--- src/rtl/clock_gate_pkg.sv ---
package clock_gate_pkg;

	// System clock rate and strap capture window
	localparam int CLK_MHZ        = 100;
	localparam int STRAP_TIME_US  = 2000;
	localparam int STRAP_CYCLES   = STRAP_TIME_US * CLK_MHZ;
	localparam int STRAP_CNT_W    = 18;

	// Model clock half periods in system clock cycles, and the speed codes that pick the bus divider
	localparam logic [3:0] REF_HALF    = 4'h3;
	localparam logic [3:0] USB_HALF    = 4'h1;
	localparam logic [3:0] DIV_BY_2    = 4'h2;
	localparam logic [3:0] DIV_BY_3    = 4'h3;
	localparam logic [3:0] DIV_BY_4    = 4'h4;
	localparam logic [1:0] TOP_DIV4    = 2'h3;
	localparam logic [3:0] CODE_DIV2_LO = 4'h1;
	localparam logic [3:0] CODE_DIV2_HI = 4'h3;

	// Register map, byte addresses
	localparam logic [7:0] CTRL_ADDR   = 8'h00;
	localparam logic [7:0] STATUS_ADDR = 8'h04;
	localparam logic [3:0] CTRL_RESET  = 4'h0;

	// Field positions
	localparam int CTRL_OVR_BIT    = 0;
	localparam int CTRL_CODE_LSB   = 4;
	localparam int ST_CODE_LSB     = 0;
	localparam int ST_MODE_BIT     = 4;
	localparam int ST_DONE_BIT     = 5;
	localparam int ST_HALT_BIT     = 6;
	localparam int ST_BHALT_BIT    = 7;
	localparam int ST_DIV_LSB      = 8;

	typedef struct packed {
		logic       mode;
		logic [3:0] speed_select;
	} strap_t;

	typedef struct packed {
		logic       override;
		logic [3:0] speed_select;
	} sw_cfg_t;

	typedef struct packed {
		logic i;
		logic o;
		logic oe;
	} pin_t;

endpackage : clock_gate_pkg

--- src/rtl/clock_output_gating_select.sv ---
// Notes on behaviour
// - Mode strap picks pin 3 function
// - Speed code sets bus divider 4/2/3
// - Software may override strapped speed code
// - Gated processor clocks stop on halt
// - Free processor clock always toggles
// - Bus gated clocks held low on pin 3 bus halt
// - Free bus clock always toggles
// - Stop after full cycle, 2-3 clocks
// - Restart with full cycle, no runt
// - Gated apic clock disabled on halt
// - Free apic clock never stopped
// - Pin 9 latches top bit, then clock
// - Pin 29 latches bit 1, then usb
// - Bus halt sampled on free rise
// - Shared pins undriven during capture window
// - Pin 30 latches bit 0, then 24MHz
module clock_output_gating_select #(
	parameter int STRAP_CYCLES = clock_gate_pkg::STRAP_CYCLES
) (
	input  wire logic        clock,
	input  wire logic        reset,
	// Wishbone classic slave
	input  wire logic        cyc_i,
	input  wire logic        stb_i,
	input  wire logic        we_i,
	input  wire logic [7:0]  adr_i,
	input  wire logic [3:0]  sel_i,
	input  wire logic [31:0] dat_i,
	output logic [31:0]      dat_o,
	output logic             ack_o,
	// Halt input
	input  wire logic        clock_halt_n,
	// Dual purpose pins
	input  wire logic        pin2_i,
	output logic             pin2_o,
	output logic             pin2_oe,
	input  wire logic        pin3_i,
	output logic             pin3_o,
	output logic             pin3_oe,
	input  wire logic        pin8_i,
	output logic             pin8_o,
	output logic             pin8_oe,
	input  wire logic        pin9_i,
	output logic             pin9_o,
	output logic             pin9_oe,
	input  wire logic        pin29_i,
	output logic             pin29_o,
	output logic             pin29_oe,
	input  wire logic        pin30_i,
	output logic             pin30_o,
	output logic             pin30_oe,
	// Clock outputs
	output logic             processor_clk_free,
	output logic [1:0]       processor_clk_gated,
	output logic [4:0]       bus_clk_gated,
	output logic             apic_clk_free,
	output logic             apic_clk_gated,
	output logic [3:0]       freq_code,
	output logic [3:0]       bus_divider
);

	function automatic logic [3:0] bus_div(input logic [3:0] code);
		if (code[3:2] == clock_gate_pkg::TOP_DIV4)
			bus_div = clock_gate_pkg::DIV_BY_4;
		else if (code >= clock_gate_pkg::CODE_DIV2_LO && code <= clock_gate_pkg::CODE_DIV2_HI)
			bus_div = clock_gate_pkg::DIV_BY_2;
		else
			bus_div = clock_gate_pkg::DIV_BY_3;
	endfunction : bus_div

	// Input synchronisers
	logic [4:0] strap_s1_r;
	logic [4:0] strap_s2_r;
	logic       halt_s1_r;
	logic       halt_s2_r;
	logic       bhalt_s1_r;
	logic       bhalt_s2_r;

	always_ff @(posedge clock) begin
		strap_s1_r <= {pin8_i, pin9_i, pin2_i, pin29_i, pin30_i};
		strap_s2_r <= strap_s1_r;
	end

	always_ff @(posedge clock) begin
		if (reset) begin
			halt_s1_r <= 1'b1;
			halt_s2_r <= 1'b1;
		end else begin
			halt_s1_r <= clock_halt_n;
			halt_s2_r <= halt_s1_r;
		end
	end

	always_ff @(posedge clock) begin
		if (reset) begin
			bhalt_s1_r <= 1'b1;
			bhalt_s2_r <= 1'b1;
		end else begin
			bhalt_s1_r <= pin3_i;
			bhalt_s2_r <= bhalt_s1_r;
		end
	end

	// Strap capture window
	logic [clock_gate_pkg::STRAP_CNT_W-1:0] strap_cnt_r;
	logic                                   strap_done_r;
	clock_gate_pkg::strap_t                 strap_r;

	always_ff @(posedge clock) begin
		if (reset) begin
			strap_cnt_r  <= '0;
			strap_done_r <= 1'b0;
		end else if (!strap_done_r) begin
			if (strap_cnt_r == clock_gate_pkg::STRAP_CNT_W'(STRAP_CYCLES - 1))
				strap_done_r <= 1'b1;
			strap_cnt_r <= strap_cnt_r + 1'b1;
		end
	end

	always_ff @(posedge clock) begin
		if (reset) begin
			strap_r <= '0;
		end else if (!strap_done_r) begin
			strap_r.mode         <= strap_s2_r[4];
			strap_r.speed_select <= strap_s2_r[3:0];
		end
	end

	// Register interface
	clock_gate_pkg::sw_cfg_t sw_cfg_r;
	logic                    ack_r;
	logic                    bus_req;
	logic [31:0]             rd_data;
	logic                    proc_en_r;
	logic                    bus_en_r;

	assign bus_req = cyc_i & stb_i & ~ack_r;
	assign ack_o   = ack_r;

	always_ff @(posedge clock) begin
		if (reset)
			ack_r <= 1'b0;
		else
			ack_r <= bus_req;
	end

	always_ff @(posedge clock) begin
		if (reset) begin
			sw_cfg_r <= '0;
		end else if (cyc_i && stb_i && ack_r && we_i && sel_i[0] && adr_i == clock_gate_pkg::CTRL_ADDR) begin
			sw_cfg_r.override     <= dat_i[clock_gate_pkg::CTRL_OVR_BIT];
			sw_cfg_r.speed_select <= dat_i[clock_gate_pkg::CTRL_CODE_LSB +: 4];
		end
	end

	always_comb begin
		rd_data = '0;
		case (adr_i)
			clock_gate_pkg::CTRL_ADDR: begin
				rd_data[clock_gate_pkg::CTRL_OVR_BIT]       = sw_cfg_r.override;
				rd_data[clock_gate_pkg::CTRL_CODE_LSB +: 4] = sw_cfg_r.speed_select;
			end
			clock_gate_pkg::STATUS_ADDR: begin
				rd_data[clock_gate_pkg::ST_CODE_LSB +: 4] = strap_r.speed_select;
				rd_data[clock_gate_pkg::ST_MODE_BIT]      = strap_r.mode;
				rd_data[clock_gate_pkg::ST_DONE_BIT]      = strap_done_r;
				rd_data[clock_gate_pkg::ST_HALT_BIT]      = proc_en_r;
				rd_data[clock_gate_pkg::ST_BHALT_BIT]     = bus_en_r;
				rd_data[clock_gate_pkg::ST_DIV_LSB +: 4]  = bus_divider;
			end
			default: rd_data = '0;
		endcase
	end

	always_ff @(posedge clock) begin
		if (reset)
			dat_o <= '0;
		else if (bus_req && !we_i)
			dat_o <= rd_data;
	end

	// Frequency selection
	logic [3:0] code_sel;
	assign code_sel = sw_cfg_r.override ? sw_cfg_r.speed_select : strap_r.speed_select;

	always_ff @(posedge clock) begin
		if (reset)
			freq_code <= '0;
		else
			freq_code <= code_sel;
	end

	// Processor clock: toggles every system clock
	logic proc_r;
	logic proc_rise;
	logic halt_p1_r;

	assign proc_rise = ~proc_r;

	always_ff @(posedge clock) begin
		if (reset)
			proc_r <= 1'b0;
		else
			proc_r <= ~proc_r;
	end

	// Enable changes only at a rising point, so every pulse is whole
	always_ff @(posedge clock) begin
		if (reset) begin
			halt_p1_r <= 1'b1;
			proc_en_r <= 1'b1;
		end else if (proc_rise) begin
			halt_p1_r <= halt_s2_r;
			proc_en_r <= halt_p1_r;
		end
	end

	assign processor_clk_free  = proc_r;
	assign processor_clk_gated = {2{proc_r & proc_en_r}};

	// Bus clock counted from system clock, period twice bus_divider
	logic [3:0] bus_cnt_r;
	logic       bus_free;
	logic       bus_rise;
	logic       bhalt_n;
	logic       bhalt_smp_r;

	assign bus_free = (bus_cnt_r < bus_divider);
	assign bus_rise = (bus_cnt_r == {bus_divider[2:0], 1'b0} - 4'h1);

	always_ff @(posedge clock) begin
		if (reset) begin
			bus_cnt_r   <= '0;
			bus_divider <= clock_gate_pkg::DIV_BY_3;
		end else if (bus_rise) begin
			bus_cnt_r   <= '0;
			bus_divider <= bus_div(code_sel);
		end else begin
			bus_cnt_r <= bus_cnt_r + 4'h1;
		end
	end

	assign bhalt_n = strap_done_r && !strap_r.mode ? bhalt_s2_r : 1'b1;

	always_ff @(posedge clock) begin
		if (reset) begin
			bhalt_smp_r <= 1'b1;
			bus_en_r    <= 1'b1;
		end else if (bus_rise) begin
			bhalt_smp_r <= bhalt_n;
			bus_en_r    <= bhalt_smp_r;
		end
	end

	logic bus_gated;
	assign bus_gated     = bus_free & bus_en_r;
	assign bus_clk_gated = {5{bus_gated}};

	// Reference clock and its apic copies
	logic [3:0] ref_cnt_r;
	logic       ref_r;
	logic       apic_en_r;

	always_ff @(posedge clock) begin
		if (reset) begin
			ref_cnt_r <= '0;
			ref_r     <= 1'b0;
		end else if (ref_cnt_r == clock_gate_pkg::REF_HALF - 4'h1) begin
			ref_cnt_r <= '0;
			ref_r     <= ~ref_r;
		end else begin
			ref_cnt_r <= ref_cnt_r + 4'h1;
		end
	end

	always_ff @(posedge clock) begin
		if (reset)
			apic_en_r <= 1'b1;
		else if (!ref_r && ref_cnt_r == clock_gate_pkg::REF_HALF - 4'h1)
			apic_en_r <= halt_s2_r;
	end

	assign apic_clk_free  = ref_r;
	assign apic_clk_gated = ref_r & apic_en_r;

	// Usb clock and its half
	logic [3:0] usb_cnt_r;
	logic       usb_r;
	logic       half_r;

	always_ff @(posedge clock) begin
		if (reset) begin
			usb_cnt_r <= '0;
			usb_r     <= 1'b0;
			half_r    <= 1'b0;
		end else if (usb_cnt_r == clock_gate_pkg::USB_HALF - 4'h1) begin
			usb_cnt_r <= '0;
			usb_r     <= ~usb_r;
			if (usb_r)
				half_r <= ~half_r;
		end else begin
			usb_cnt_r <= usb_cnt_r + 4'h1;
		end
	end

	// Pin drivers: three-stated during capture window
	assign pin2_oe  = strap_done_r;
	assign pin2_o   = strap_done_r & ref_r;
	assign pin3_oe  = strap_done_r & strap_r.mode;
	assign pin3_o   = pin3_oe & ref_r;
	assign pin8_oe  = strap_done_r;
	assign pin8_o   = strap_done_r & bus_free;
	assign pin9_oe  = strap_done_r;
	assign pin9_o   = strap_done_r & bus_gated;
	assign pin29_oe = strap_done_r;
	assign pin29_o  = strap_done_r & usb_r;
	assign pin30_oe = strap_done_r;
	assign pin30_o  = strap_done_r & half_r;
endmodule : clock_output_gating_select

--- config.mk ---
export PLATFORM = sky130hd
export DESIGN_NAME = clock_output_gating_select
export DESIGN_NICKNAME = d
export VERILOG_FILES = /design/src/rtl/clock_gate_pkg.sv /design/src/rtl/clock_output_gating_select.sv
export SDC_FILE = /design/constraint.sdc
export NUM_CORES = 1
export LEC_CHECK = 0
export ABC_AREA = 1
export BUFFER_PORTS_ARGS = -buffer_cell sky130_fd_sc_hd__buf_2
export CORE_AREA = 5 5 89 91
export CTS_CLUSTER_DIAMETER = 150
export CTS_CLUSTER_SIZE = 28
export DETAILED_ROUTE_END_ITERATION = 12
export DIE_AREA = 0 0 94 96
export PLACE_DENSITY_LB_ADDON = 0.15
export SYNTH_ARGS = -nofsm -noshare
export SYNTH_HDL_FRONTEND = slang
export SYNTH_SLANG_ARGS = --single-unit
--- constraint.sdc ---
create_clock -name clock -period 2.8 [get_ports clock]
set_input_delay 0.56 -clock clock [delete_from_list [all_inputs] [get_ports clock]]
set_output_delay 0.56 -clock clock [all_outputs]
set_load 0.01 [all_outputs]
## After elaboration in Yosys (flattened, before gate mapping)

Cells that the tools add are included.

- Input bits: 56
- Latch bits: 0
- Bits in read-only memories: 0
- Word-level logic and storage cells: 86
- RAM bits: 0
- Register bits: 85
- Memories kept: 0

- Bitwise gates (word level): 17
- Equal/unequal tests: 5
- Shifts and indexed selects: 0
- Add/subtract/negate cells: 5
- Divide/modulo/power cells: 0
- $mul: 0
- Reduce and logical (&&, ||, !) cells: 18
- Mux-type cells: 10
- Order comparisons: 3

Operators with widths:

| kind | number |
|---|---|
| adder 18 x 1 -> 18 bit (second input constant) | 1 |
| == test 18 bit (second input constant) | 1 |
| adder 4 x 1 -> 4 bit (second input constant) | 3 |
| AND 1 bit | 12 |
| logical AND 1 bit | 9 |
| == test 8 x 3 -> 1 bit (second input constant) | 1 |
| logical NOT 8 bit | 1 |
| 2-to-1 mux 4 bit | 2 |
| case mux 4 bit (2 select lines) | 1 |
| 2-to-1 mux 3 bit | 2 |
| OR reduction 2 bit | 3 |
| NOT 1 bit | 5 |
| == test 4 x 2 -> 1 bit (second input constant) | 1 |
| == test 4 bit | 1 |
| greater-or-equal comparator 4 x 1 -> 1 bit (second input constant) | 1 |
| <= comparator 4 x 2 -> 1 bit (second input constant) | 1 |
| logical NOT 4 bit | 1 |
| < comparator 4 bit | 1 |
| 2-to-1 mux 1 bit | 4 |
| subtractor 4 x 1 -> 4 bit (second input constant) | 1 |
| logical NOT 1 bit | 3 |
| == test 2 bit (second input constant) | 1 |
| case mux 1 bit (2 select lines) | 1 |
| AND reduction 2 bit | 1 |

## Longest topological paths before layout

Gate-level depths: netlist of the first run.

- Depth in word-level cells: 5
- Mapped depth: 10

## Worst setup path before layout of the first run

Ideal clock, no wire load.

- Path type: register -> output
- Start: register bus_divider[1]
- End: output port bus_clk_gated[0]
- Data arrival time: 1.448 ns
- Buffers on the path: 1
- Slack: 0.792 ns
- Required time: 2.240 ns
- Stages on the path, launching flop included: 8
- Cell sequence: dfxtp_1 > inv_1 > ha_1 > a21boi_0 > o21ai_0 > nand2_1 > nor2_1 > buf_4

- Word-level cells in the longest chain between the ends: 2

Ends and longest elaborated chain:

| element | line | text |
|---|---|---|
| start: declaration | clock_output_gating_select.sv:60 | `output logic [3:0] bus_divider` |
| start signal: assignment | clock_output_gating_select.sv:235 | `bus_divider <= clock_gate_pkg::DIV_BY_3;` |
| start signal: assignment | clock_output_gating_select.sv:238 | `bus_divider <= bus_div(code_sel);` |
| < comparator 4 bit | clock_output_gating_select.sv:229 | `assign bus_free = (bus_cnt_r < bus_divider);` |
| AND 1 bit | clock_output_gating_select.sv:257 | `assign bus_gated = bus_free & bus_en_r;` |
| end: declaration | clock_output_gating_select.sv:56 | `output logic [4:0] bus_clk_gated,` |

No other way between the ends.

## Worst setup path after layout of the first run

- Start: register bus_divider[1]
- End: output port bus_clk_gated[3]

Same word-level chain as after synthesis.

==> impl_metrics.ini, run 1 <==
[clocking]
clk_pin_slew_ps = 80
cts_max_path_buffers = 2
clock-sinks = 83
cts_max_level = 3
post_cts_resized = 0
root_buffer = clkbuf_8
postCtsSetupBuffers = 0
clock_latency_ps = 350
cts_buffers = 9
holdBufCountCts = 0
cts_tree = yes

[power]
total_power_mw = 2.534
powerDensity_nw_per_um2 = 590.2
irDropWorstVdd_mv = 0.4054
leakagePower_nw = 2.085

[route]
antenna_left = 0
routedWlPerCell_um = 11.90
vias = 3155
via_per_inst = 4.647
drc = 0
first_iter_violations = 155
dr.pass1.iters = 4
routed_wirelength_um = 8081

[timing]
fin_hold_ws_ps = 312.9
finalCriticalPeriod_ps = 2411
max_slew_margin_pct = 63.37
fin_ws_ps = 389.2
rsz0062_at_grt = no
drv_slew = 0
period_share_pct = 86.10
finClkSkew_ps = 6.370
finalSetupViolations = 0
finalHoldViolations = 0
max_freq_mhz = 414.8
tightest_slew_ps = 548.7
setup_tns_ps = 0

[die]
coreArea_um2 = 7059
io_pins = 119
num_rows = 31
die-area_um2 = 9024
initial_utilization_pct = 53.67
die_y_um = 96
die_w_um = 94

[critical_path]
crit_chain = inv_1, ha_1, a21boi_0, o21ai_0, nand2_1, nor2_1, buf_2
arrival_ps = 1850
worstSetupPathType = flop to output pin
slowest_stage = dfxtp_1
timing.rr.start = bus_divider[0]
startpoint_type = flop
cp-end-kind = output pin
path_max_fanout = 5
r2r_slack_ps = 1130
r2r_cells = 8
max_stage_delay_ps = 380
crit_buf_inv = 2
worstPathRequired_ps = 2240
crit-reg2reg-capture = bus_divider[0]
crit_path_start = bus_divider[1]
crit_family = flip-flops

[hold_path]
min_to = strap_s1_r[1]
min_path_cells = 1
hold_path.class = input port to flop
worstHoldStart = pin29_i

[yosys]
synth_top_flop_cell = dfxtp_1
synth_edf_count = 0
synth_area_um2 = 3789
synth_seq_cells = 83
ys_warn_count = 0
synth_top_area_share_pct = 43.86
synthCells = 516
synthTopCellsByArea = dfxtp_1 (44%), nand2_1 (9.8%), nor2_1 (7.9%), nand3_1 (6.9%), buf_4 (6.3%)
synth_cell_type_count = 31
yosysTopAreaCell = dfxtp_1
syn_avg_cell_area_um2 = 7.342
ys_async_sr_fraction_pct = 0
yosysSeqAreaShare_pct = 43.86

[final_layout]
n_antenna_cell = 0
fin_nets = 640
areaGrowthSynthToFinish_pct = 13.31
design_area_um2 = 4293
drive_above_1_share_pct = 18.62

[global_routing]
grt_first_pass_wirelength_um = 13460
grt.total_usage_pct = 18.82
grt_max_degree = 31
antenna_found_initial = 0
grt_pass1_vias = 2970
grt_overflow = 0

[place]
io_buffer_count = 66
place.gp.congestion = 0.8971
hpwl_um = 5946
placed_area_um2 = 4051
dp_slack_ps = 742.2

[outcome]
outcome = completed

[run]
maxCapViolations = 0
cell families (layout without fill, tap and decap cells):
group,after synthesis,after routing,synth area share (%)
other,1,22,0.09898
adder cells (fa/ha/maj),9,9,2.972
XOR/XNOR,9,9,2.081
AND/OR/NAND/NOR,264,264,30.75
AO/OA/AOI/OAI,45,45,6.077
flip-flops,83,83,43.86
buffers and inverters,105,148,14.17
routing by layer:
layer / track usage [%] / wire length, um / up-vias / part of all wire [%]
met5: 0 / 0 / - / 0
met4: 6.980 / 95 / 0 / 1.2
met3: 3.597 / 567 / 10 / 7.0
met2: 31.34 / 3655 / 96 / 45
met1: 24.31 / 3763 / 1373 / 47
li1: - / - / 1676 / -
metrics by stage:
stage / instances / utilization [%]
floorplan: 537 / -
global placement: 663 / 57.39
detailed placement: 663 / 57.39
CTS: 679 / 60.81
global route: 679 / 60.81
finish: 679 / 60.81
final cells by class:
type | count | area (um^2)
Tap cell | 99 | 123.9
Clock buffer | 11 | 141.4
Fill cell | 677 | 2766
Sequential cell | 83 | 1662
Multi-Input combinational cell | 349 | 1669
Timing Repair Buffer | 71 | 367.9
Inverter | 61 | 229.0
Clock inverter | 5 | 100.1
cell usage in the layout (no fill, tap or decap), types with 6 or more instances in the layout:
cell type	n
nor2_1	80
o21ai_0	19
ha_1	9
buf_2	66
nand2_1	99
a21oi_1	22
conb_1	22
dfxtp_1	83
nand3_1	52
inv_1	58
xor2_1	6
clkbuf_8	10
registers in the layout, indices dropped and copies added, names as in the netlist, 5 cells and up:
register / flops
strap_cnt_r: 18
dat_o: 11
strap_r: 5
strap_s1_r: 5
strap_s2_r: 5
sw_cfg_r: 5
Yosys cell counts (2+ instances only):
cell type,number
nor2_2,5
nand3_1,52
xor2_1,6
xnor2_1,3
nand2_2,5
nor3_1,4
nor2_1,80
nor2_4,2
nand2_1,99
or2_2,5
o21ai_1,2
nand4_1,5
nand3b_1,3
buf_6,2
clkbuf_1,4
buf_4,32
ha_1,9
inv_1,58
dfxtp_1,83
inv_2,2
a21oi_1,22
o21ai_0,19
buf_2,6
worst max-delay path by stage:
| stage | end | slack [ps] | cells past startpoint |
|---|---|---|---|
| after floorplan | bus_clk_gated[0] | 790 | 7 |
| after global placement | bus_clk_gated[0] | 790 | 7 |
| after detailed placement | bus_clk_gated[2] | 740 | 7 |
| after CTS | bus_clk_gated[2] | 360 | 7 |
| after global routing | bus_clk_gated[2] | 210 | 7 |
| final | bus_clk_gated[3] | 390 | 7 |
power breakdown:
group	leakage, nW	internal (mW)	switching (mW)	total [mW]
registers	0.679	1.23	0.0402	1.27
logic	1.28	0.0899	0.140	0.230
clock network	0.123	0.615	0.420	1.03
total	2.08	1.93	0.600	2.53
Power figures use the tool's default switching activity.
==> run 2, diff against run 1 <==
--- a/config.mk
+++ b/config.mk
@@ -12,7 +12,7 @@
 export CTS_CLUSTER_SIZE = 28
 export DETAILED_ROUTE_END_ITERATION = 12
 export DIE_AREA = 0 0 94 96
-export PLACE_DENSITY_LB_ADDON = 0.15
+export PLACE_DENSITY = 0.8
 export SYNTH_ARGS = -nofsm -noshare
 export SYNTH_HDL_FRONTEND = slang
 export SYNTH_SLANG_ARGS = --single-unit
==> run 2 against run 1 <==
Sequential power about the same. Register-to-register slack better by 20 ps. Critical path depth unchanged. Sequential cell count unchanged. Global-route usage down 0.18 points. Critical endpoint unchanged.
==> impl_metrics.ini, run 2 (synthesis gave the netlist of run 1 again) <==
[die]
die_y_um = 96
die-area_um2 = 9024
num_rows = 31
initial_utilization_pct = 53.67
coreArea_um2 = 7059
io_pins = 119
die_w_um = 94

[critical_path]
max_stage_delay_ps = 380
worstPathRequired_ps = 2240
path_depth = 7
arrival_ps = 1850
critPathCapture = bus_clk_gated[3]
timing.rr.start = bus_divider[0]
r2r_cells = 8
crit_buf_inv = 2
crit_family = flip-flops
worstSetupPathType = flop to output pin
crit_chain = inv_1, ha_1, a21boi_0, o21ai_0, nand2_1, nor2_1, buf_2
startpoint_type = flop
r2r_slack_ps = 1150
crit-reg2reg-capture = bus_cnt_r[2]
slowest_stage = dfxtp_1
crit_path_start = bus_divider[1]
cp-end-kind = output pin
path_max_fanout = 5

[clocking]
cts_max_path_buffers = 2
cts_max_level = 3
clock_latency_ps = 350
postCtsSetupBuffers = 0
cts_buffers = 9
root_buffer = clkbuf_8
cts_tree = yes
post_cts_resized = 0
clk_pin_slew_ps = 80
holdBufCountCts = 0
clock-sinks = 83

[final_layout]
fin_nets = 638
reg_top3 = strap_cnt_r x18, dat_o x11
layout_common_cells = nand2_1 (99), dfxtp_1 (83), nor2_1 (80)
layout_commonest_cell = nand2_1
top_register = strap_cnt_r
fillerInstances = 670
areaGrowthSynthToFinish_pct = 12.05
largest_register_ffs = 18
fin_cells = 677
n_antenna_cell = 0
drive_above_1_share_pct = 18.51

[place]
place.gp.congestion = 0.9201
io_buffer_count = 66
dp.cells = 661
hpwl_um = 5960
dp_slack_ps = 764.3

[global_routing]
grt.total_usage_pct = 18.64
grt_overflow = 0
grt_first_pass_wirelength_um = 13260
grtUsageMet3_pct = 4.769
grt_max_degree = 33
grt_pass1_vias = 3030
grtUsageMet2_pct = 30.57
gr-usage-met1_pct = 23.37
antenna_found_initial = 0
top_usage_layer = met2

[timing]
finalCriticalPeriod_ps = 2410
drv_slew = 0
fin_hold_ws_ps = 305.3
period_share_pct = 86.06
tightest_slew_ps = 759.6
rsz0062_at_grt = no
max_slew_margin_pct = 49.17
finalHoldViolations = 0
setup_tns_ps = 0
fin_ws_ps = 390.2
finClkSkew_ps = 4.948
finalSetupViolations = 0
max_freq_mhz = 415.0

[route]
routed_wirelength_um = 7879
vias = 3247
dr.pass1.iters = 5
via_per_inst = 4.796
first_iter_violations = 206
drc = 0
antenna_left = 0
routedWlPerCell_um = 11.64

[hold_path]
min_path_cells = 1
hold_path.class = input port to flop

[power]
irDropWorstVdd_mv = 0.3614
powerDensity_nw_per_um2 = 563.0
leakagePower_nw = 2.051

[run]
maxCapViolations = 0

[outcome]
outcome = completed
-- run 2: worst min-delay path by stage --
stage	startpoint	slack (ps)	end
floorplan	strap_s1_r[0]	310	strap_s2_r[0]
global placement	strap_s1_r[4]	310	strap_s2_r[4]
CTS	pin9_i	300	strap_s1_r[3]
detailed placement	strap_s1_r[3]	310	strap_s2_r[3]
global route	pin8_i	280	strap_s1_r[4]
finish	pin9_i	310	strap_s1_r[3]
-- run 2: area by class of cell --
| class | instances | area (um^2) | share of cell area (%) |
|---|---|---|---|
| Tap cell | 99 | 123.9 | 2.918 |
| Sequential cell | 83 | 1662 | 39.14 |
| Clock buffer | 10 | 137.6 | 3.242 |
| Inverter | 61 | 229.0 | 5.393 |
| Timing Repair Buffer | 69 | 352.8 | 8.311 |
| Clock inverter | 6 | 71.32 | 1.680 |
| Multi-Input combinational cell | 349 | 1669 | 39.32 |
-- run 2: where the power goes --
group	internal [mW]	switching (mW)
sequential	1.23	0.0406
clock	0.446	0.445
combinational	0.0890	0.140
total	1.76	0.626
-- run 2: per-stage QoR --
| stage | utilization, % | instance area (um^2) | power, mW |
|---|---|---|---|
| after floorplan | - | 3867 | 1.494 |
| after detailed placement | 57.18 | 4036 | 1.527 |
| after global placement | 57.18 | 4036 | 1.514 |
| final | 60.14 | 4245 | 2.390 |
| after CTS | 60.14 | 4245 | 2.405 |
| after global routing | 60.14 | 4245 | 2.507 |
-- run 2: per-layer routing --
layer,vias to the layer above,wire length (um)
met1,1446,3462
met2,115,3686
li1,1677,-
met4,0,120
met5,-,0
met3,9,609
==> run 3, diff against run 2 <==
--- a/config.mk
+++ b/config.mk
@@ -7,12 +7,13 @@
 export LEC_CHECK = 0
 export ABC_AREA = 1
 export BUFFER_PORTS_ARGS = -buffer_cell sky130_fd_sc_hd__buf_2
-export CORE_AREA = 5 5 89 91
+export CORE_AREA = 5 5 94 96
 export CTS_CLUSTER_DIAMETER = 150
 export CTS_CLUSTER_SIZE = 28
 export DETAILED_ROUTE_END_ITERATION = 12
-export DIE_AREA = 0 0 94 96
-export PLACE_DENSITY = 0.8
+export DIE_AREA = 0 0 99 101
+export MAX_ROUTING_LAYER = met4
+export PLACE_DENSITY = 0.72
 export SYNTH_ARGS = -nofsm -noshare
 export SYNTH_HDL_FRONTEND = slang
 export SYNTH_SLANG_ARGS = --single-unit
==> run 3 against run 2 <==
Sequential power about the same. Via count down 2.1%. Critical endpoint is now bus_clk_gated[4]. Register-to-register slack about the same. Largest power group unchanged.
==> impl_metrics.ini, run 3 (synthesis gave the netlist of run 1 again) <==
[global_routing]
grt.total_usage_pct = 15.99
grt_max_degree = 33
antenna_found_initial = 0
grt_overflow = 0
grt_first_pass_wirelength_um = 12650
grt_pass1_vias = 2847

[route]
drc = 0
first_iter_violations = 172
dr.pass1.iters = 4
vias = 3178
via_per_inst = 4.667
antenna_left = 0
routedWlPerCell_um = 11.32
routed_wirelength_um = 7710

[timing]
setup_tns_ps = 0
max_freq_mhz = 411.5
period_share_pct = 86.79
fin_hold_ws_ps = 307.8
drv_slew = 0
finalCriticalPeriod_ps = 2430
finalSetupViolations = 0
tightest_slew_ps = 799.3
finalHoldViolations = 0
rsz0062_at_grt = no
finClkSkew_ps = 12.20
max_slew_margin_pct = 46.52

[clocking]
cts_max_level = 3
holdBufCountCts = 0
cts_max_path_buffers = 2
clk_pin_slew_ps = 90
root_buffer = clkbuf_8
cts_buffers = 9
postCtsSetupBuffers = 0
post_cts_resized = 0
cts_tree = yes
clock_latency_ps = 350
clock-sinks = 83

[final_layout]
layout_common_cells = nand2_1 (99), dfxtp_1 (83), nor2_1 (80)
layout_commonest_cell = nand2_1
largest_register_ffs = 18
areaGrowthSynthToFinish_pct = 11.86
drive_above_1_share_pct = 18.23
n_antenna_cell = 0
fin_nets = 637
final_util_pct = 53.18
reg_top3 = strap_cnt_r x18, dat_o x11
top_register = strap_cnt_r

[place]
hpwl_um = 5840
io_buffer_count = 66
place.gp.congestion = 0.8492

[critical_path]
path_max_fanout = 5
worstSetupPathType = flop to output pin
r2r_slack_ps = 1140
worstPathRequired_ps = 2240
cp-end-kind = output pin
max_stage_delay_ps = 380
arrival_ps = 1870
crit-reg2reg-capture = bus_en_r
timing.rr.start = bus_divider[0]
r2r_cells = 8
crit_family = flip-flops
startpoint_type = flop
crit_buf_inv = 2
path_depth = 7
crit_chain = inv_1, ha_1, a21boi_0, o21ai_0, nand2_1, nor2_1, buf_2
slowest_stage = dfxtp_1

[hold_path]
hold_path.class = input port to flop
worstHoldStart = pin8_i
min_path_cells = 1
min_to = strap_s1_r[4]

[power]
leakagePower_nw = 2.044
powerDensity_nw_per_um2 = 555.0
irDropWorstVdd_mv = 0.4226

[die]
io_pins = 119
die-area_um2 = 9999
coreArea_um2 = 7969
die_w_um = 99
num_rows = 33
initial_utilization_pct = 47.54
die_y_um = 101

[run]
maxCapViolations = 0

[outcome]
outcome = completed
==> run 3: cell count changes in the layout (fill, tap and decap cells not counted) <==
cell,delta
buf_4,-1
inv_6,-3
clkinvlp_4,-1
clkinv_4,+3
==> run 3: worst max-delay path by stage <==
stage / to / startpoint / slack [ps]
6_report: bus_clk_gated[4] / bus_divider[1] / 370
2_1_floorplan: bus_clk_gated[0] / bus_divider[1] / 790
3_5_place_dp: bus_clk_gated[1] / bus_divider[1] / 730
5_1_grt: bus_clk_gated[0] / bus_divider[1] / 210
3_3_place_gp: bus_clk_gated[0] / bus_divider[1] / 770
4_1_cts: bus_clk_gated[1] / bus_divider[1] / 340
==> run 3: per-layer routing <==
metal | global-route usage [%] | up-vias | wire length [um]
li1 | - | 1678 | -
met1 | 20.34 | 1378 | 3471
met2 | 24.95 | 108 | 3420
met3 | 3.529 | 14 | 668
met4 | 5.987 | 0 | 149
met5 | - | - | 0
==> run 3: stage by stage <==
stage / power, mW / instances / cell area [um^2] / worst slack, ps
after global routing: 2.460 / 681 / 4238 / 213.1
after global placement: 1.517 / 666 / 4036 / 768.0
after floorplan: 1.494 / 537 / 3867 / 791.6
after detailed placement: 1.528 / 666 / 4036 / 732.7
after CTS: 2.374 / 681 / 4238 / 337.0
final: 2.352 / 681 / 4238 / 370.0
==> run 3: cell type report <==
| cell class | count | area [um^2] |
|---|---|---|
| fillers | 787 | 3731 |
| multi-input cells | 349 | 1669 |
| flip-flops and latches | 83 | 1662 |
| repair buffers | 68 | 345.3 |
| inverters | 61 | 229.0 |
| clock buffers | 10 | 137.6 |
| well taps | 105 | 131.4 |
| clock inverters | 5 | 63.81 |
==> run 3: report_power, final <==
group | internal [mW] | switching [mW] | total [mW] | leakage (nW)
Sequential | 1.23 | 0.0403 | 1.27 | 0.679
Combinational | 0.0883 | 0.140 | 0.228 | 1.27
Clock | 0.436 | 0.418 | 0.854 | 0.0985
